### src/inc/eacd_cfg.svh
// Purpose: Constants of the configuration word loader.
// Assumes: Included by its bare name after the package is compiled.
// Notes: Byte addresses are those of the Wishbone register window.
`ifndef EACD_CFG_SVH
`define EACD_CFG_SVH

// Configuration image layout, in 16-bit word addresses.
`define EACD_W_NODE0 3'h0
`define EACD_W_NODE1 3'h1
`define EACD_W_NODE2 3'h2
`define EACD_W_AUTO 3'h3
`define EACD_W_VID 3'h4
`define EACD_W_PID 3'h5
`define EACD_W_PIN 3'h6
`define EACD_W_WAKE 3'h7
`define EACD_W_LAST 3'h7
`define EACD_WORDS 8

// Gating fields of the auto-load control word.
`define EACD_G_ID 1:0
`define EACD_G_PIN 3:2
`define EACD_G_WAKE 7:6
`define EACD_G_LED 11:10
`define EACD_G_PHY 13:12
`define EACD_G_XOVER 15:14
`define EACD_G_ON 2'h1

// Bits of the wake-up and pin words that each gate releases.
`define EACD_M_WAKE 16'h000F
`define EACD_M_LED 16'h0080
`define EACD_M_PHY 16'h0100
`define EACD_M_XOVER 16'h4000
`define EACD_M_PIN 9'h1FF
`define EACD_M_NONE16 16'h0000
`define EACD_M_NONE9 9'h000

// Fields of the effective pin and wake-up settings.
`define EACD_P_CS 0
`define EACD_P_RD 1
`define EACD_P_WR 2
`define EACD_P_INTPOL 3
`define EACD_P_INTOD 4
`define EACD_P_WAITPOL 5
`define EACD_P_WAITOD 6
`define EACD_P_BWPOL 7
`define EACD_P_BWOD 8
`define EACD_K_WAKEPOL 0
`define EACD_K_PULSE 1
`define EACD_K_MAGIC 2
`define EACD_K_LINK 3
`define EACD_K_LED 7
`define EACD_K_PHY 8
`define EACD_K_XOVER 14

// Built-in defaults, used when neither the image nor a strap decides.
`define EACD_DEF_STROBE_LOW 1'b1
`define EACD_DEF_INT_OD 1'b1
`define EACD_DEF_WAIT_LOW 1'b0
`define EACD_DEF_WAIT_OD 1'b0
`define EACD_DEF_BW_LOW 1'b0
`define EACD_DEF_BW_OD 1'b0
`define EACD_DEF_WAKE 16'h4180
// Pin settings held in reset: select and strobes active low, rest zero.
`define EACD_RST_PIN 9'h007
// Identification defaults; the values are arbitrary.
`define EACD_DEF_VID 16'h1234
`define EACD_DEF_PID 16'h5678

// Last count of the strap settle wait, which lasts four cycles after reset or reload.
`define EACD_SETTLE 2'h3

// Register window, byte addresses.
`define EACD_A_CTRL 8'h00
`define EACD_A_MAC_LO 8'h04
`define EACD_A_MAC_HI 8'h08
`define EACD_A_IDS 8'h0C
`define EACD_A_PIN 8'h10
`define EACD_A_WAKE 8'h14
`define EACD_A_AUTO 8'h18
`define EACD_GPR_INDEX 6'h1F
`define EACD_B_RELOAD 0
`define EACD_B_BUSY 0
`define EACD_B_DONE 1
`define EACD_B_GPR_PD 0

`endif

### src/inc/eacd_pkg.sv
// Purpose: Types of the configuration word loader.
// Assumes: Nothing beyond a SystemVerilog compiler.
// Notes: Numeric constants live in eacd_cfg.svh.
package eacd_pkg;

  typedef logic [15:0] eacd_word_t;

  typedef enum logic [2:0] {
    EACD_ST_SETTLE,
    EACD_ST_FETCH,
    EACD_ST_NEXT,
    EACD_ST_APPLY,
    EACD_ST_IDLE
  } eacd_state_t;

endpackage : eacd_pkg

### src/design/eacd_loader.sv
// Purpose: Loads and decodes the configuration words of the serial
//   configuration memory after power-on reset and holds the settings.
// Assumes: A word reader on mclk returns one 16-bit word per request.
// Notes: Straps are pins and pass a two-stage synchroniser.
//   Reserved image bits are masked off; a bad image is not flagged.
//
// Overview of operation
// Words 0 to 2 give the six-byte station address.
// Word 3 bits 1:0 equal 01 loads the identification words.
// Word 3 bits 3:2 equal 01 applies word 6 bits 8:0.
// Word 3 bits 7:6 equal 01 applies word 7 bits 3:0.
// Word 3 bits 11:10 equal 01 applies the LED mode bit.
// Word 3 bits 13:12 equal 01 applies the PHY power-up bit.
// Word 3 bits 15:14 equal 01 applies word 7 bits 15:12; the code applies word 7 bit 14 only.
// The memory holds zero in every reserved field.
// Word 6 sets pin polarity and type only when enabled.
// Word 6 bits 0 to 2 set select and strobe polarity.
// Word 6 bits 3 and 4 set interrupt polarity and type.
// Word 6 bits 5 and 6 set wait output polarity and type.
// Word 6 bits 7 and 8 set width indicator polarity and type.
// Each word 7 field applies only when its gate enables it.
// Word 7 bits 0 and 1 set wake polarity and pulse mode.
// Word 7 bits 2 and 3 enable magic packet and link wake-up.
// Word 7 bit 7 selects LED mode 0 or 1.
// Word 7 bit 8 leaves the internal PHY off or on.
// General purpose register bit 0 follows loaded word 7 bit 8.
// Word 7 bit 14 turns automatic crossover off or on.
// Sample word values are reference only, not mandatory.
// All settings are read after hardware power-on reset.
// Enabled image setting beats strap, strap beats default; the code uses the open-drain strap only when the 8-bit strap is set.
// Every access is a whole word at a word address.
// A gate not holding 01 keeps strap or default values.

`include "eacd_cfg.svh"

module eacd_loader
  import eacd_pkg::*;
(
  input wire logic mclk,
  input wire logic resetn,
  input wire logic wb_cyc_i,
  input wire logic wb_stb_i,
  input wire logic wb_we_i,
  input wire logic [7:0] wb_adr_i,
  input wire logic [3:0] wb_sel_i,
  input wire logic [31:0] wb_dat_i,
  output logic [31:0] wb_dat_o,
  output logic wb_ack_o,
  output logic ee_rd_req,
  output logic [5:0] ee_word_addr,
  input wire logic ee_rd_valid,
  input wire logic [15:0] ee_rd_data,
  input wire logic strap_int_active_low,
  input wire logic strap_bus_8bit,
  input wire logic strap_int_open_drain,
  output logic load_busy,
  output logic load_done,
  output logic [47:0] station_addr,
  output logic [15:0] vendor_id,
  output logic [15:0] product_id,
  output logic cs_active_low,
  output logic read_strobe_active_low,
  output logic write_strobe_active_low,
  output logic int_active_low,
  output logic int_open_drain,
  output logic wait_output_active_low,
  output logic wait_output_open_drain,
  output logic bus_width_indicator_active_low,
  output logic bus_width_indicator_open_drain,
  output logic wake_active_low,
  output logic wake_pulse_mode,
  output logic wake_magic_en,
  output logic wake_link_en,
  output logic led_mode1,
  output logic phy_enable,
  output logic phy_power_down,
  output logic automatic_crossover_en
);

  function automatic logic gate_on(input logic [1:0] field);
    gate_on = (field == `EACD_G_ON);
  endfunction : gate_on

  // Masked bits come from the image; the rest keep the fallback value.
  function automatic eacd_word_t merge_masked(input eacd_word_t fallback,
    input eacd_word_t image, input eacd_word_t mask);
    merge_masked = (fallback & ~mask) | (image & mask);
  endfunction : merge_masked

  eacd_state_t state_r;
  eacd_state_t state_nxt;
  eacd_word_t words_r [`EACD_WORDS];
  logic [2:0] word_idx_r;
  logic [1:0] settle_r;
  logic req_r;
  logic done_r;
  logic [1:0] strap_pol_sync_r;
  logic [1:0] strap_bus_sync_r;
  logic [1:0] strap_od_sync_r;
  logic strap_pol_r;
  logic strap_bus8_r;
  logic strap_od_r;
  logic [47:0] station_r;
  logic [15:0] vid_r;
  logic [15:0] pid_r;
  logic [8:0] pin_cfg_r;
  logic [15:0] wake_cfg_r;
  logic gpr_pd_r;
  logic [31:0] dat_r;
  logic ack_r;
  logic busy_r;

  // Wishbone decode.
  wire bus_req = wb_cyc_i && wb_stb_i && !ack_r;
  wire bus_wr = bus_req && wb_we_i;
  wire hit_ctrl = (wb_adr_i == `EACD_A_CTRL);
  wire hit_mac_lo = (wb_adr_i == `EACD_A_MAC_LO);
  wire hit_mac_hi = (wb_adr_i == `EACD_A_MAC_HI);
  wire hit_ids = (wb_adr_i == `EACD_A_IDS);
  wire hit_pin = (wb_adr_i == `EACD_A_PIN);
  wire hit_wake = (wb_adr_i == `EACD_A_WAKE);
  wire hit_auto = (wb_adr_i == `EACD_A_AUTO);
  wire hit_gpr = (wb_adr_i == {`EACD_GPR_INDEX, 2'h0});
  wire reload_cmd = bus_wr && hit_ctrl && wb_sel_i[0]
    && wb_dat_i[`EACD_B_RELOAD];
  wire gpr_wr = bus_wr && hit_gpr && wb_sel_i[0];

  // Reload is only honoured while idle, so a running load is not cut.
  wire reload_go = reload_cmd && (state_r == EACD_ST_IDLE);

  // Read data is registered with ack and is zero outside an ack cycle.
  wire [31:0] rd_mux =
    hit_ctrl ? {30'h0, done_r, state_r != EACD_ST_IDLE} :
    hit_mac_lo ? station_r[31:0] :
    hit_mac_hi ? {16'h0, station_r[47:32]} :
    hit_ids ? {pid_r, vid_r} :
    hit_pin ? {23'h0, pin_cfg_r} :
    hit_wake ? {16'h0, wake_cfg_r} :
    hit_auto ? {16'h0, words_r[`EACD_W_AUTO]} :
    hit_gpr ? {31'h0, gpr_pd_r} : 32'h0;

  // Gating decode of the auto-load control word.
  wire eacd_word_t auto_w = words_r[`EACD_W_AUTO];
  wire eacd_word_t wake_w = words_r[`EACD_W_WAKE];
  wire eacd_word_t pin_w = words_r[`EACD_W_PIN];
  wire id_on = gate_on(auto_w[`EACD_G_ID]);
  wire pin_on = gate_on(auto_w[`EACD_G_PIN]);
  wire wake_on = gate_on(auto_w[`EACD_G_WAKE]);
  wire led_on = gate_on(auto_w[`EACD_G_LED]);
  wire phy_on = gate_on(auto_w[`EACD_G_PHY]);
  wire xover_on = gate_on(auto_w[`EACD_G_XOVER]);

  // A closed identification gate restores the defaults, so a reload
  // never keeps the identifiers of an earlier image.
  wire eacd_word_t vid_next = id_on ? words_r[`EACD_W_VID]
    : `EACD_DEF_VID;
  wire eacd_word_t pid_next = id_on ? words_r[`EACD_W_PID]
    : `EACD_DEF_PID;
  // Byte 0 of the station address is the low byte of word 0.
  wire [47:0] station_next = {words_r[`EACD_W_NODE2],
    words_r[`EACD_W_NODE1], words_r[`EACD_W_NODE0]};

  // Only the documented bits pass a mask; reserved bits never reach
  // the settings, so a careless image cannot switch anything hidden.
  wire [15:0] wake_mask =
    (wake_on ? `EACD_M_WAKE : `EACD_M_NONE16) |
    (led_on ? `EACD_M_LED : `EACD_M_NONE16) |
    (phy_on ? `EACD_M_PHY : `EACD_M_NONE16) |
    (xover_on ? `EACD_M_XOVER : `EACD_M_NONE16);
  wire [8:0] pin_mask = pin_on ? `EACD_M_PIN : `EACD_M_NONE9;

  // Strap level beats the built-in default, the open-drain strap only when the 8-bit strap is set; the image beats both.
  wire strap_int_od_eff = strap_bus8_r ? strap_od_r
    : `EACD_DEF_INT_OD;
  wire [8:0] pin_default = {
    `EACD_DEF_BW_OD, `EACD_DEF_BW_LOW,
    `EACD_DEF_WAIT_OD, `EACD_DEF_WAIT_LOW,
    strap_int_od_eff, strap_pol_r,
    `EACD_DEF_STROBE_LOW, `EACD_DEF_STROBE_LOW, `EACD_DEF_STROBE_LOW
  };
  wire eacd_word_t pin_merged = merge_masked({7'h00, pin_default}, pin_w,
    {7'h00, pin_mask});
  wire [8:0] pin_next = pin_merged[8:0];
  wire [15:0] wake_next = merge_masked(`EACD_DEF_WAKE, wake_w,
    wake_mask);
  wire last_word = (word_idx_r == `EACD_W_LAST);
  wire store_word = (state_r == EACD_ST_FETCH) && ee_rd_valid;
  wire apply_now = (state_r == EACD_ST_APPLY);

  // The settle wait lets the strap synchronisers fill before the straps
  // are caught, and then the eight words are fetched one at a time.

  always_comb begin
    state_nxt = state_r;
    case (state_r)
      EACD_ST_SETTLE: begin
        if (settle_r == `EACD_SETTLE) begin
          state_nxt = EACD_ST_FETCH;
        end
      end
      EACD_ST_FETCH: begin
        if (ee_rd_valid) begin
          state_nxt = last_word ? EACD_ST_APPLY : EACD_ST_NEXT;
        end
      end
      EACD_ST_NEXT: state_nxt = EACD_ST_FETCH;
      EACD_ST_APPLY: state_nxt = EACD_ST_IDLE;
      EACD_ST_IDLE: begin
        if (reload_go) begin
          state_nxt = EACD_ST_SETTLE;
        end
      end
      default: state_nxt = EACD_ST_SETTLE;
    endcase
  end

  // Strap synchronisers; only the second stage is read.
  always_ff @(posedge mclk or negedge resetn) begin
    if (!resetn) begin
      strap_pol_sync_r <= 2'h0;
      strap_bus_sync_r <= 2'h0;
      strap_od_sync_r <= 2'h0;
    end else begin
      strap_pol_sync_r <= {strap_pol_sync_r[0], strap_int_active_low};
      strap_bus_sync_r <= {strap_bus_sync_r[0], strap_bus_8bit};
      strap_od_sync_r <= {strap_od_sync_r[0], strap_int_open_drain};
    end
  end

  // Load sequencer: starts by itself after reset release.
  always_ff @(posedge mclk or negedge resetn) begin
    if (!resetn) begin
      state_r <= EACD_ST_SETTLE;
      settle_r <= 2'h0;
      word_idx_r <= `EACD_W_NODE0;
      req_r <= 1'b0;
      done_r <= 1'b0;
    end else begin
      state_r <= state_nxt;
      case (state_r)
        EACD_ST_SETTLE: begin
          settle_r <= settle_r + 2'h1;
          word_idx_r <= `EACD_W_NODE0;
          req_r <= (settle_r == `EACD_SETTLE);
        end
        EACD_ST_FETCH: begin
          if (ee_rd_valid) begin
            req_r <= 1'b0;
          end
        end
        EACD_ST_NEXT: begin
          word_idx_r <= word_idx_r + 3'h1;
          req_r <= 1'b1;
        end
        EACD_ST_APPLY: done_r <= 1'b1;
        EACD_ST_IDLE: begin
          settle_r <= 2'h0;
          if (reload_go) begin
            done_r <= 1'b0;
          end
        end
        default: req_r <= 1'b0;
      endcase
    end
  end

  // Whole words are stored as they arrive, one per request.
  always_ff @(posedge mclk or negedge resetn) begin
    if (!resetn) begin
      for (int i = 0; i < `EACD_WORDS; i++) begin
        words_r[i] <= 16'h0000;
      end
    end else if (store_word) begin
      words_r[word_idx_r] <= ee_rd_data;
    end
  end

  // Straps are caught while the synchronisers have settled.
  always_ff @(posedge mclk or negedge resetn) begin
    if (!resetn) begin
      strap_pol_r <= 1'b0;
      strap_bus8_r <= 1'b0;
      strap_od_r <= 1'b0;
    end else if (state_r == EACD_ST_SETTLE
      && settle_r == `EACD_SETTLE) begin
      strap_pol_r <= strap_pol_sync_r[1];
      strap_bus8_r <= strap_bus_sync_r[1];
      strap_od_r <= strap_od_sync_r[1];
    end
  end

  // Settings update together at the end of a load, so the pins never
  // see a mix of old and new polarities.
  always_ff @(posedge mclk or negedge resetn) begin
    if (!resetn) begin
      station_r <= 48'h0;
      vid_r <= `EACD_DEF_VID;
      pid_r <= `EACD_DEF_PID;
    end else if (apply_now) begin
      station_r <= station_next;
      vid_r <= vid_next;
      pid_r <= pid_next;
    end
  end

  always_ff @(posedge mclk or negedge resetn) begin
    if (!resetn) begin
      pin_cfg_r <= `EACD_RST_PIN;
      wake_cfg_r <= `EACD_DEF_WAKE;
    end else if (apply_now) begin
      pin_cfg_r <= pin_next;
      wake_cfg_r <= wake_next;
    end
  end

  // The power-down bit is the inverse of the PHY enable; software may
  // overwrite it once the load is done, and a later load wins.
  always_ff @(posedge mclk or negedge resetn) begin
    if (!resetn) begin
      gpr_pd_r <= 1'b0;
    end else if (apply_now) begin
      gpr_pd_r <= !wake_next[`EACD_K_PHY];
    end else if (gpr_wr) begin
      gpr_pd_r <= wb_dat_i[`EACD_B_GPR_PD];
    end
  end

  // One wait state: ack one cycle after the request, then dropped.
  always_ff @(posedge mclk or negedge resetn) begin
    if (!resetn) begin
      ack_r <= 1'b0;
      dat_r <= 32'h0;
    end else begin
      ack_r <= bus_req;
      dat_r <= bus_req ? rd_mux : 32'h0;
    end
  end

  // Busy is taken from the next state, so the port is a plain flop
  // output with the same timing as a decode of the state register.
  always_ff @(posedge mclk or negedge resetn) begin
    if (!resetn) begin
      busy_r <= 1'b1;
    end else begin
      busy_r <= (state_nxt != EACD_ST_IDLE);
    end
  end

  assign wb_ack_o = ack_r;
  assign wb_dat_o = dat_r;
  assign ee_rd_req = req_r;
  assign ee_word_addr = {3'h0, word_idx_r};
  assign load_busy = busy_r;
  assign load_done = done_r;
  assign station_addr = station_r;
  assign vendor_id = vid_r;
  assign product_id = pid_r;
  assign cs_active_low = pin_cfg_r[`EACD_P_CS];
  assign read_strobe_active_low = pin_cfg_r[`EACD_P_RD];
  assign write_strobe_active_low = pin_cfg_r[`EACD_P_WR];
  assign int_active_low = pin_cfg_r[`EACD_P_INTPOL];
  assign int_open_drain = pin_cfg_r[`EACD_P_INTOD];
  assign wait_output_active_low = pin_cfg_r[`EACD_P_WAITPOL];
  assign wait_output_open_drain = pin_cfg_r[`EACD_P_WAITOD];
  assign bus_width_indicator_active_low = pin_cfg_r[`EACD_P_BWPOL];
  assign bus_width_indicator_open_drain = pin_cfg_r[`EACD_P_BWOD];
  assign wake_active_low = wake_cfg_r[`EACD_K_WAKEPOL];
  assign wake_pulse_mode = wake_cfg_r[`EACD_K_PULSE];
  assign wake_magic_en = wake_cfg_r[`EACD_K_MAGIC];
  assign wake_link_en = wake_cfg_r[`EACD_K_LINK];
  assign led_mode1 = wake_cfg_r[`EACD_K_LED];
  assign phy_enable = wake_cfg_r[`EACD_K_PHY];
  assign phy_power_down = gpr_pd_r;
  assign automatic_crossover_en = wake_cfg_r[`EACD_K_XOVER];

endmodule : eacd_loader

### config.mk
export PLATFORM = sky130hd
export DESIGN_NAME = eacd_loader
export DESIGN_NICKNAME = d
export VERILOG_FILES = /design/src/inc/eacd_pkg.sv /design/src/design/eacd_loader.sv
export VERILOG_INCLUDE_DIRS = /design/src /design/src/inc
export SDC_FILE = /design/constraint.sdc
export NUM_CORES = 1
export LEC_CHECK = 0
export BUFFER_PORTS_ARGS = -buffer_cell sky130_fd_sc_hd__buf_2
export CORE_MARGIN = 10
export CORE_UTILIZATION = 25
export CTS_BUF_LIST = sky130_fd_sc_hd__clkbuf_8
export DETAILED_ROUTE_END_ITERATION = 16
export PLACE_DENSITY_LB_ADDON = 0.3
export SLEW_MARGIN = 10
export SYNTH_ARGS = -nofsm -noshare
export SYNTH_HDL_FRONTEND = slang
export SYNTH_SLANG_ARGS = --single-unit
### constraint.sdc
create_clock -name mclk -period 2.53 [get_ports mclk]
set_input_delay 0.506 -clock mclk [delete_from_list [all_inputs] [get_ports mclk]]
set_output_delay 0.506 -clock mclk [all_outputs]
set_load 0.05 [all_outputs]
* Yosys cells after proc, flatten, opt, wreduce, memory -nomap -nowiden *
Cells that the tools add are included.
Widths: inputs -> output; s select.

word-level totals
  flip-flop bits (word level) = 287
  input port bits = 69
  output and inout bits = 139
  word-level logic and storage cells = 123

cells by class
  $add $sub $neg = 2
  $lt $le $gt $ge = 2
  equality and inequality tests = 23
  muxes and demuxes = 33
  bitwise gates (word level) = 12
  reduce and logical (&&, ||, !) cells = 23

operators with widths
  operator            count
  $mux 32             5
  $bwmux 128          1
  $mux 16             6
  $demux 16 s3        1
  $eq 8x5->1 const B  3
  $mux 9              2
  $and 16x15->16      1
  $eq 8x4->1 const B  2
  $or 15x16->16       1
  $mux 15             1
  $not 15->15         1
  $or 9x15->15        1
  $pmux 3 s5          1
  $eq 2x1->1 const B  6
  $logic_and 1x1->1   12
  $and 5x9->9         1
  $and 9x9->9         1
  $mux 3              3
  $not 9->9           1
  $or 8x9->9          1
  $or 9x9->9          1
  $eq 8x3->1 const B  1
  $eq 8x7->1 const B  1
  $logic_not 8->1     1
  other kinds (25)    40

* Longest topological paths before layout *
Gate-level depths: netlist of run 1.

  depth in word-level cells = 10
  gate-level depth with buffers = 7
  depth with buffers taken out = 6

* Worst setup path before layout of run 1 *
Ideal clock, no wire load.

  path type = reg-to-reg
  start = register word_idx_r[2]
  end = register words_r[54] (netlist name)
  setup time = 125 ps
  arrival time = 1972 ps
  required time = 2405 ps
  slack = 433 ps
  cell stages (with the launch flop) = 5
  path buffers = 2
  clock period less this slack = 2097 ps
  cells stage by stage = dfrtp_1 -> clkbuf_1 -> nor3b_2 -> buf_4 -> mux2_2

on the way
  word-level cells in the longest chain between the ends = 6
  elaborated cells between the ends (all ways) = 7
  those cells by class = order compare (2); mux (3); bitwise (1); reduce/logical (1)

ends and longest elaborated chain
  element                                                                RTL line            RTL
  from (decl)                                                            eacd_loader.sv:93   logic [2:0] word_idx_r;
  from (signal assigned)                                                 eacd_loader.sv:235  word_idx_r <= `EACD_W_NODE0;
  from (signal assigned)                                                 eacd_loader.sv:243  word_idx_r <= `EACD_W_NODE0;
  from (signal assigned)                                                 eacd_loader.sv:252  word_idx_r <= word_idx_r + 3'h1;
  $not 3->4 (not written as such) (*)                                    eacd_loader.sv:274  words_r[word_idx_r] <= ee_rd_data;
  $ge 4x4->1 (not written as such) / $lt 4x1->1 (equally long branches)  eacd_loader.sv:274
  $logic_and 1x1->1 (not written as such)                                eacd_loader.sv:274
  $mux 16 (not written as such)                                          eacd_loader.sv:274
  $demux 16 s3 (*)                                                       eacd_loader.sv:274
  $bwmux 128 (*)                                                         eacd_loader.sv:274
  to (signal, indexed assignment)                                        eacd_loader.sv:274
  to (decl)                                                              eacd_loader.sv:92   eacd_word_t words_r [`EACD_WORDS];

Mark *: on every way between the ends. The rest lies on a longest branch, timed or not.
A chain may end at the register's enable or synchronous reset.

* Final worst setup path of run 1 *
  start = register state_r[0]
  end = register words_r[50] (netlist name)

on the way
  word-level cells in the longest chain between the ends = 2

ends and longest elaborated chain
  element                 RTL line            RTL
  from (decl)             eacd_loader.sv:90   eacd_state_t state_r;
  from (signal assigned)  eacd_loader.sv:239  state_r <= state_nxt;
  $eq 3x1->1              eacd_loader.sv:187  wire store_word = (state_r == EACD_ST_FETCH) && ee_rd_valid;
  $logic_and 1x1->1       eacd_loader.sv:187

Every way passes these cells.

==> impl_metrics.tcl, run 1 <==
set metrics [dict create \
    status "finished clean" \
    syn_avg_cell_area_um2 12.6 \
    crit_path_end_kind "flip-flop" \
    dpl_worst_slack_ns 0.0761 \
    required_ns 3.01 \
    stdcell_area_um2 13500 \
    track_usage_pct 13.4 \
    fillCellCount 4277 \
    cts_hold_buffers 4 \
    drt_iter0_drc 451 \
    rsz0062_at_grt "false" \
    setup_viol 0 \
    path_clk_slew_ns 0.06 \
    max_stage_delay_ns 0.56 \
    p_leak_nw 6.72 \
    routabilityCongestion 0.802 \
    vias 7513 \
    stdcell_count 1642 \
    critPathKind "flip-flop to flip-flop" \
    vias_per_cell 4.58 \
    die_y_um 227 \
    dp_hpwl_um 24400 \
    root_buffer "clkbuf_8" \
    synthFlopType "dfrtp_1" \
    cts_buffers 48 \
    finalHoldViolations 0 \
    dpl_cell_area_um2 12500 \
    maxSlewHeadroom_pct 53.7 \
    antenna_found_initial 1 \
    ff_latch_area_um2 6580 \
    h-tree-depth 2 \
    synthArstFlopShare_pct 100 \
    cap_violations 0 \
    cp_cell_sequence "and4bb_2, nand2b_1, nor3b_2, buf_4, mux2_2" \
    io_buffers 170 \
    worst_ir_drop_vdd_mv 0.551 \
    cts_tree "built" \
    power_mw 13.4 \
    antenna_cells 0 \
    worst_ep_arrival_time_ns 2.52 \
    yosys_warnings 0 \
    first_pass_iters 4 \
    worstMarginPinSlew_ns 0.685 \
    drive_gt1_share_pct 43.7 \
    final_common_cell "dfrtp_1" \
    clk_latency_ns 0.61 \
    dp.cells 1552 \
    synth_edf_count 0 \
    slew_viol_final 0 \
    clock_skew_ns 0.0258 \
    ys_seq_area_share_pct 61.3 \
    start_util_pct 25.4 \
    final_nets 1139 \
    syn-cell-area_um2 10700 \
    ant_nets 0 \
    ys_ff_latch 262 \
    period_minus_slack_ns 2.05 \
    synthToLayoutAreaGrowth_pct 26.0 \
    wirelength_um 34400 \
    startpoint_type "flip-flop" \
    period_share_pct 80.9 \
    die_area_um2 51600 \
    layout_common_cells "dfrtp_1 (242), buf_2 (169), mux2_2 (166)" \
    num_rows 75 \
    powerDensity_nw_per_um2 987 \
    worst_slack_ns 0.483 \
    cp_slowest_cell "dfrtp_1" \
    netlist-cell-type-count 60 \
    grt_overflow 0 \
    clk_path_buf_depth 3 \
    fin_util_pct 32.0 \
    multi_input_area_um2 3890 \
    wire_per_inst_um 20.9 \
    fin_tns_setup_ns 0 \
    fmax_ghz 0.489 \
    syn_inst 852 \
    cts_resized 0 \
    cp_max_fo 16 \
    first_global_vias 7814 \
    coreArea_um2 42200 \
    cts_setup_buffers 0 \
    hold_ws_ns 0.238 \
    drc_errors 0 \
    holdCritPathClass "primary input to flip-flop" \
    grt_max_degree 82 \
    io_pins 208 \
    die_width_um 227 \
    clock_sinks 262 \
    grt_first_pass_wirelength_um 51400 \
]
final cells by class:
cell class	instances	area share, %
Sequential cell	262	48.7
Multi-Input combinational cell	532	28.8
Timing Repair Buffer	214	9.99
Clock buffer	65	6.62
Tap cell	539	4.99
Clock inverter	21	0.731
Inverter	9	0.250
cells in the mapped netlist, drive strengths merged (3+ instances only):
master	number	area (um^2)
dfstp	20	526
o21ai	55	275
a221oi	4	35.0
buf	19	118
ha	3	37.5
a31oi	5	31.3
nor4	5	52.6
nor2	59	240
a22oi	19	143
nand2	94	355
nand3	7	35.0
o41ai	4	35.0
clkbuf	32	120
nor3	16	96.4
nor2b	5	31.3
inv	8	30.0
nand3b	8	60.1
mux2i	8	80.1
nand2b	8	50.1
nor3b	4	46.3
and2	3	18.8
a21oi	26	130
mux2	168	1890
o22ai	3	18.8
o32a	4	40.0
dfrtp	242	6060
sequential cells by signal, summed over array words and instances, names as in the netlist, 2 cells and up:
register,cells
station_next,48
strap_pol_sync_r,2
wb_dat_o,32
strap_bus_sync_r,2
strap_od_sync_r,2
words_r,32
product_id,16
station_addr,48
word_idx_r,3
pin_cfg_r,9
vendor_id,16
state_r,3
settle_r,2
auto_w,16
pin_w,9
wake_cfg_r,7
wake_w,7
critical path: cells and delay by family (launching register included):
family / cells / cell delay (ns)
mux: 1 / 0.37
simple gates: 3 / 0.68
buf+inv: 1 / 0.30
flops: 1 / 0.56
worst paths after layout:
path	start	end	slack (ns)	cells past startpoint
max	state_r[0]	words_r[50]	0.48	5
min	ee_rd_valid	state_r[0]	0.24	4
max reg2reg	state_r[0]	words_r[50]	0.48	5
min reg2reg	strap_pol_sync_r[0]	strap_pol_sync_r[1]	0.35	0
max in group asynchronous	resetn	product_id[14]	1.31	3
min in group asynchronous	resetn	state_r[2]	0.47	2
layer usage:
layer	vias up	global-route usage (%)	wire length, um
li1	3432	-	-
met1	3816	16.8	14800
met4	2	4.06	725
met3	51	4.93	2690
met5	-	0	7
met2	212	21.1	16200
report_power, final:
| part | switching, mW | internal [mW] |
|---|---|---|
| clock network | 1.84 | 2.29 |
| registers | 0.571 | 5.09 |
| logic | 2.48 | 1.09 |
logic make-up after synthesis:
logic type               share of synthesized area [%]
other                                           0.0349
adder cells (fa/ha/maj)                          0.350
buffers and inverters                             2.53
AO/OA/AOI/OAI                                     7.37
multiplexers                                      18.4
AND/OR/NAND/NOR                                   10.0
flip-flops                                        61.3
Note: power is estimated with default switching activity, not from simulation.
==> inputs of run 2 (changes only) <==
- ABC_AREA: unset -> 1
- clock period: 2.53 -> 1.85 ns (I/O delays scaled with it)
==> impl_metrics.tcl, run 2 <==
set metrics [dict create \
    clk_latency_ns 0.60 \
    synthToLayoutAreaGrowth_pct 25.6 \
    syn_avg_cell_area_um2 9.50 \
    cap_violations 0 \
    crit_path_end_kind "output pin" \
    fin_tns_setup_ns 0 \
    hold_path_depth 4 \
    wire_per_inst_um 19.5 \
    worst-r2r-cell-count 7 \
    layout_common_cells "nand2_1 (411), dfrtp_1 (240), buf_2 (157)" \
    worst_ir_drop_vdd_mv 1.23 \
    cts_tree "built" \
    io_pins 208 \
    die_width_um 227 \
    clock_sinks 262 \
    routabilityCongestion 0.865 \
    cp_slowest_cell "dfstp_2" \
    final_nets 1412 \
    worst_ep_arrival_time_ns 1.41 \
    drc_errors 0 \
    synth_top_area_share_pct 56.5 \
    first_pass_iters 5 \
    startpoint_type "flip-flop" \
    path_buf_inv 1 \
    start_util_pct 25.5 \
    cts_setup_buffers 0 \
    clock_skew_ns 0.0310 \
    cp_max_fo 3 \
    synthTopCellsByCount "nand2_1 (411), dfrtp_1 (242), o21ai_1 (92)" \
    maxSlewHeadroom_pct 57.9 \
    required_ns 1.48 \
    holdCritPathClass "primary input to flip-flop" \
    min_from "ee_rd_valid" \
    die_area_um2 51600 \
    dp_hpwl_um 26000 \
    h-tree-depth 2 \
    grt_max_degree 108 \
    min_to "ee_rd_req" \
    synth.most_common_cell "nand2_1" \
    reg2reg_to "wake_w[0]" \
    wirelength_um 37400 \
    max_stage_delay_ns 0.55 \
    synth_edf_count 0 \
    ant_nets 0 \
    netlist-cell-type-count 36 \
    path_clk_slew_ns 0.06 \
    synthFlopType "dfrtp_1" \
    finalHoldViolations 0 \
    cts_buffers 49 \
    yosys-top-cells-area "dfrtp_1 (56%), nand2_1 (14%), dfstp_2 (4.9%)" \
    vias 8639 \
    status "finished clean" \
    antenna_cells 0 \
    syn-cell-area_um2 10700 \
    period_minus_slack_ns 1.78 \
    drt_iter0_drc 733 \
    powerDensity_nw_per_um2 1410 \
    synthArstFlopShare_pct 100 \
    setup_viol 0 \
    first_global_vias 8657 \
    path_delay_family "flip-flops" \
    dpl_cell_area_um2 12500 \
    num_rows 75 \
    ys_seq_area_share_pct 61.4 \
    period_share_pct 96.2 \
    ys_ff_latch 262 \
    die_y_um 227 \
    reg2reg_from "state_r[1]" \
    p_leak_nw 6.75 \
    cp_cell_sequence "buf_2" \
    antenna_found_initial 0 \
    fillCellCount 4431 \
    rsz0062_at_grt "false" \
    stdcell_area_um2 13500 \
    grt_overflow 0 \
    vias_per_cell 4.52 \
    final_common_cell "nand2_1" \
    worstMarginPinSlew_ns 0.630 \
    fmax_ghz 0.562 \
    yosysTopAreaCell "dfrtp_1" \
    critPathKind "flip-flop to output pin" \
    grt_first_pass_wirelength_um 56200 \
    r2r_setup_slack_ns 0.17 \
    io_buffers 170 \
    syn_inst 1129 \
    clk_path_buf_depth 3 \
    slew_viol_final 0 \
    coreArea_um2 42100 \
    yosys_warnings 0 \
    track_usage_pct 14.5 \
    root_buffer "clkbuf_8" \
    drive_gt1_share_pct 25.8 \
]
## run 2: cell count changes in the layout (fill, tap and decap cells not counted), moves of 10 or more
cell     before  now
a21oi_1      26   40
o21ai_0      55   65
nand2_1      93  411
nor3_1       14    2
buf_2       169  157
inv_1        22   80
o21ai_1       0   92
a22oi_1      19    0
nor2_1       56   18
nand3_1       7   36
mux2_2      166    3
o21ai_2       0   26
## run 2: logic make-up (layout without fill, tap and decap cells)
| logic type | Yosys count | in the layout | synth area share (%) |
|---|---|---|---|
| mux | 3 | 3 | 0.315 |
| simple gates | 501 | 501 | 20.1 |
| flops | 262 | 262 | 61.4 |
| fa+ha+maj | 3 | 3 | 0.350 |
| buf+inv | 120 | 363 | 5.47 |
| compound gates | 239 | 239 | 12.4 |
| other cells | 1 | 3 | 0.0350 |
## run 2: worst max-delay path by stage
stage                        start          endpoint  cells after the start
finish              product_id[14]    product_id[14]                      1
global route          vendor_id[5]      vendor_id[5]                      1
floorplan            word_idx_r[0]  station_next[39]                      5
CTS                  product_id[4]     product_id[4]                      1
global placement       wb_adr_i[1]       wb_dat_o[1]                     12
detailed placement     wb_adr_i[1]       wb_dat_o[3]                      7
## run 2: area by class of cell
class	count	area, um^2	share of cell area (%)
sequential	262	6580	48.9
clock inverter	28	141	1.05
clock buffer	57	785	5.82
timing repair buffer	217	1480	11.0
tap	539	674	5.01
inverter	61	229	1.70
multi-input combinational	749	3580	26.6
## run 2: power by group
group | switching [mW] | internal (mW)
Combinational | 4.22 | 1.41
Clock | 2.44 | 2.92
Sequential | 0.955 | 7.09
## run 2: metrics by stage
stage	utilization [%]	power (mW)	setup slack, ns	std cells	hold slack, ns
3_5_place_dp	29.6	13.8	0.0232	1823	0.243
4_1_cts	32.0	19.3	0.00694	1913	0.0515
5_1_grt	32.0	20.2	0.00147	1913	0.137
6_report	32.0	19.0	0.0711	1913	0.101
3_3_place_gp	29.6	13.7	0.0445	1823	0.243
2_1_floorplan	-	11.8	0.0868	1131	0.0744
## run 2: layer usage
metal  routed length [um]  GRT usage, %
met5                    0             0
met1                17300          20.1
met3                 2900          4.14
met2                16400          21.8
met4                  791          3.91
## run 2: what timing repair did
action,in CTS,in global routing
hold buffers,5,0
gates resized for setup,13,1
endpoints found under the setup margin,11,1
hold endpoints to repair,206,0
==> inputs of run 3 (changes only) <==
- ABC_AREA: 1 -> unset
==> impl_metrics.tcl, run 3 (same netlist as run 1, synthesis figures left out) <==
set metrics [dict create \
    status "finished clean" \
    drive_gt1_share_pct 46.4 \
    clock_sinks 262 \
    finalHoldViolations 0 \
    antenna_found_initial 1 \
    p_leak_nw 6.97 \
    fmax_ghz 0.558 \
    grt_first_pass_wirelength_um 51500 \
    first_pass_iters 4 \
    slew_viol_final 0 \
    dp_hpwl_um 25400 \
    grt_max_degree 55 \
    holdCritPathClass "primary input to flip-flop" \
    first_global_vias 8199 \
    drt_iter0_drc 424 \
    die_area_um2 51600 \
    final_nets 1174 \
    cp_max_fo 3 \
    worst_slack_ns 0.0580 \
    rsz0062_at_grt "false" \
    period_minus_slack_ns 1.79 \
    power_mw 18.8 \
    layout_common_cells "dfrtp_1 (239), buf_2 (160), mux2_2 (158)" \
    critPathKind "flip-flop to output pin" \
    startpoint_type "flip-flop" \
    clk_path_buf_depth 3 \
    drc_errors 0 \
    vias 7652 \
    cts_buffers 47 \
    clk_latency_ns 0.61 \
    dpl_worst_slack_ns -0.349 \
    maxSlewHeadroom_pct 65.1 \
    max_stage_delay_ns 0.55 \
    track_usage_pct 13.3 \
    cts_tree "built" \
    wire_per_inst_um 20.4 \
    die_y_um 227 \
    io_pins 208 \
    path_buf_inv 1 \
    final_common_cell "dfrtp_1" \
    period_share_pct 96.9 \
    root_buffer "clkbuf_8" \
    path_clk_slew_ns 0.06 \
    path_delay_family "flip-flops" \
    clock_skew_ns 0.0237 \
    crit_path_end_kind "output pin" \
    cp_slowest_cell "dfstp_2" \
    required_ns 1.48 \
    cap_violations 0 \
    die_width_um 227 \
    coreArea_um2 42200 \
    cts_setup_buffers 0 \
    worst_ir_drop_vdd_mv 0.541 \
    setup_viol 0 \
    worst_ep_arrival_time_ns 1.42 \
    h-tree-depth 2 \
    fin_util_pct 33.3 \
    ant_nets 0 \
    routabilityCongestion 0.803 \
    wirelength_um 34300 \
    start_util_pct 25.4 \
    grt_overflow 0 \
    powerDensity_nw_per_um2 1340 \
    vias_per_cell 4.55 \
    synthToLayoutAreaGrowth_pct 31.1 \
    io_buffers 170 \
    num_rows 75 \
    hold_ws_ns 0.107 \
    worstMarginPinSlew_ns 0.524 \
    cp_cell_sequence "buf_2" \
]
run 3: stage by stage:
step	TNS, ns	std cells	area [um^2]
global route	0	1681	14100
detailed placement	-8.97	1588	13000
finish	0	1681	14100
global placement	-7.23	1588	13000
floorplan	-0.495	854	10800
CTS	0	1680	14100
run 3: path summary, 6_finish.rpt:
path	startpoint	to	slack, ns	cells after the start
worst max-delay path	vendor_id[12]	vendor_id[12]	0.06	1
worst min-delay path	wb_dat_i[0]	phy_power_down	0.11	3
worst max register to register	state_r[2]	station_next[47]	0.09	5
worst min register to register	strap_pol_sync_r[0]	strap_pol_sync_r[1]	0.35	0
max in group asynchronous	resetn	product_id[4]	0.87	3
min in group asynchronous	resetn	wb_ack_o	0.27	2
run 3: final cells by class:
| class | count | area, um^2 |
|---|---|---|
| repair buffers | 250 | 1770 |
| multi-input cells | 532 | 3960 |
| diodes | 1 | 2.50 |
| clock inverters | 26 | 195 |
| flip-flops and latches | 262 | 6590 |
| inverters | 9 | 33.8 |
| well taps | 539 | 674 |
| fillers | 4320 | 28200 |
| clock buffers | 62 | 853 |
run 3: timing repair:
item                                   CTS  global route
pin swaps                                0             1
hold buffers                             4             0
gates resized for setup                 10             3
endpoints found under the hold margin   39             0
setup endpoints to repair               56            11
run 3: per-layer routing:
| metal | part of all wire, % | vias up | wire length [um] | track usage, % |
|---|---|---|---|---|
| met1 | 43 | 3905 | 14800 | 16.6 |
| met4 | 2.0 | 0 | 678 | 4.28 |
| li1 | - | 3511 | - | - |
| met3 | 7.4 | 41 | 2550 | 3.92 |
| met5 | 0 | - | 0 | 0 |
| met2 | 48 | 195 | 16300 | 21.7 |
run 3: where the power goes:
part	leakage, nW	internal [mW]	switching [mW]
clock	0.592	3.43	2.50
combinational	2.91	1.68	3.46
sequential	3.47	6.96	0.786
total	6.97	12.1	6.75
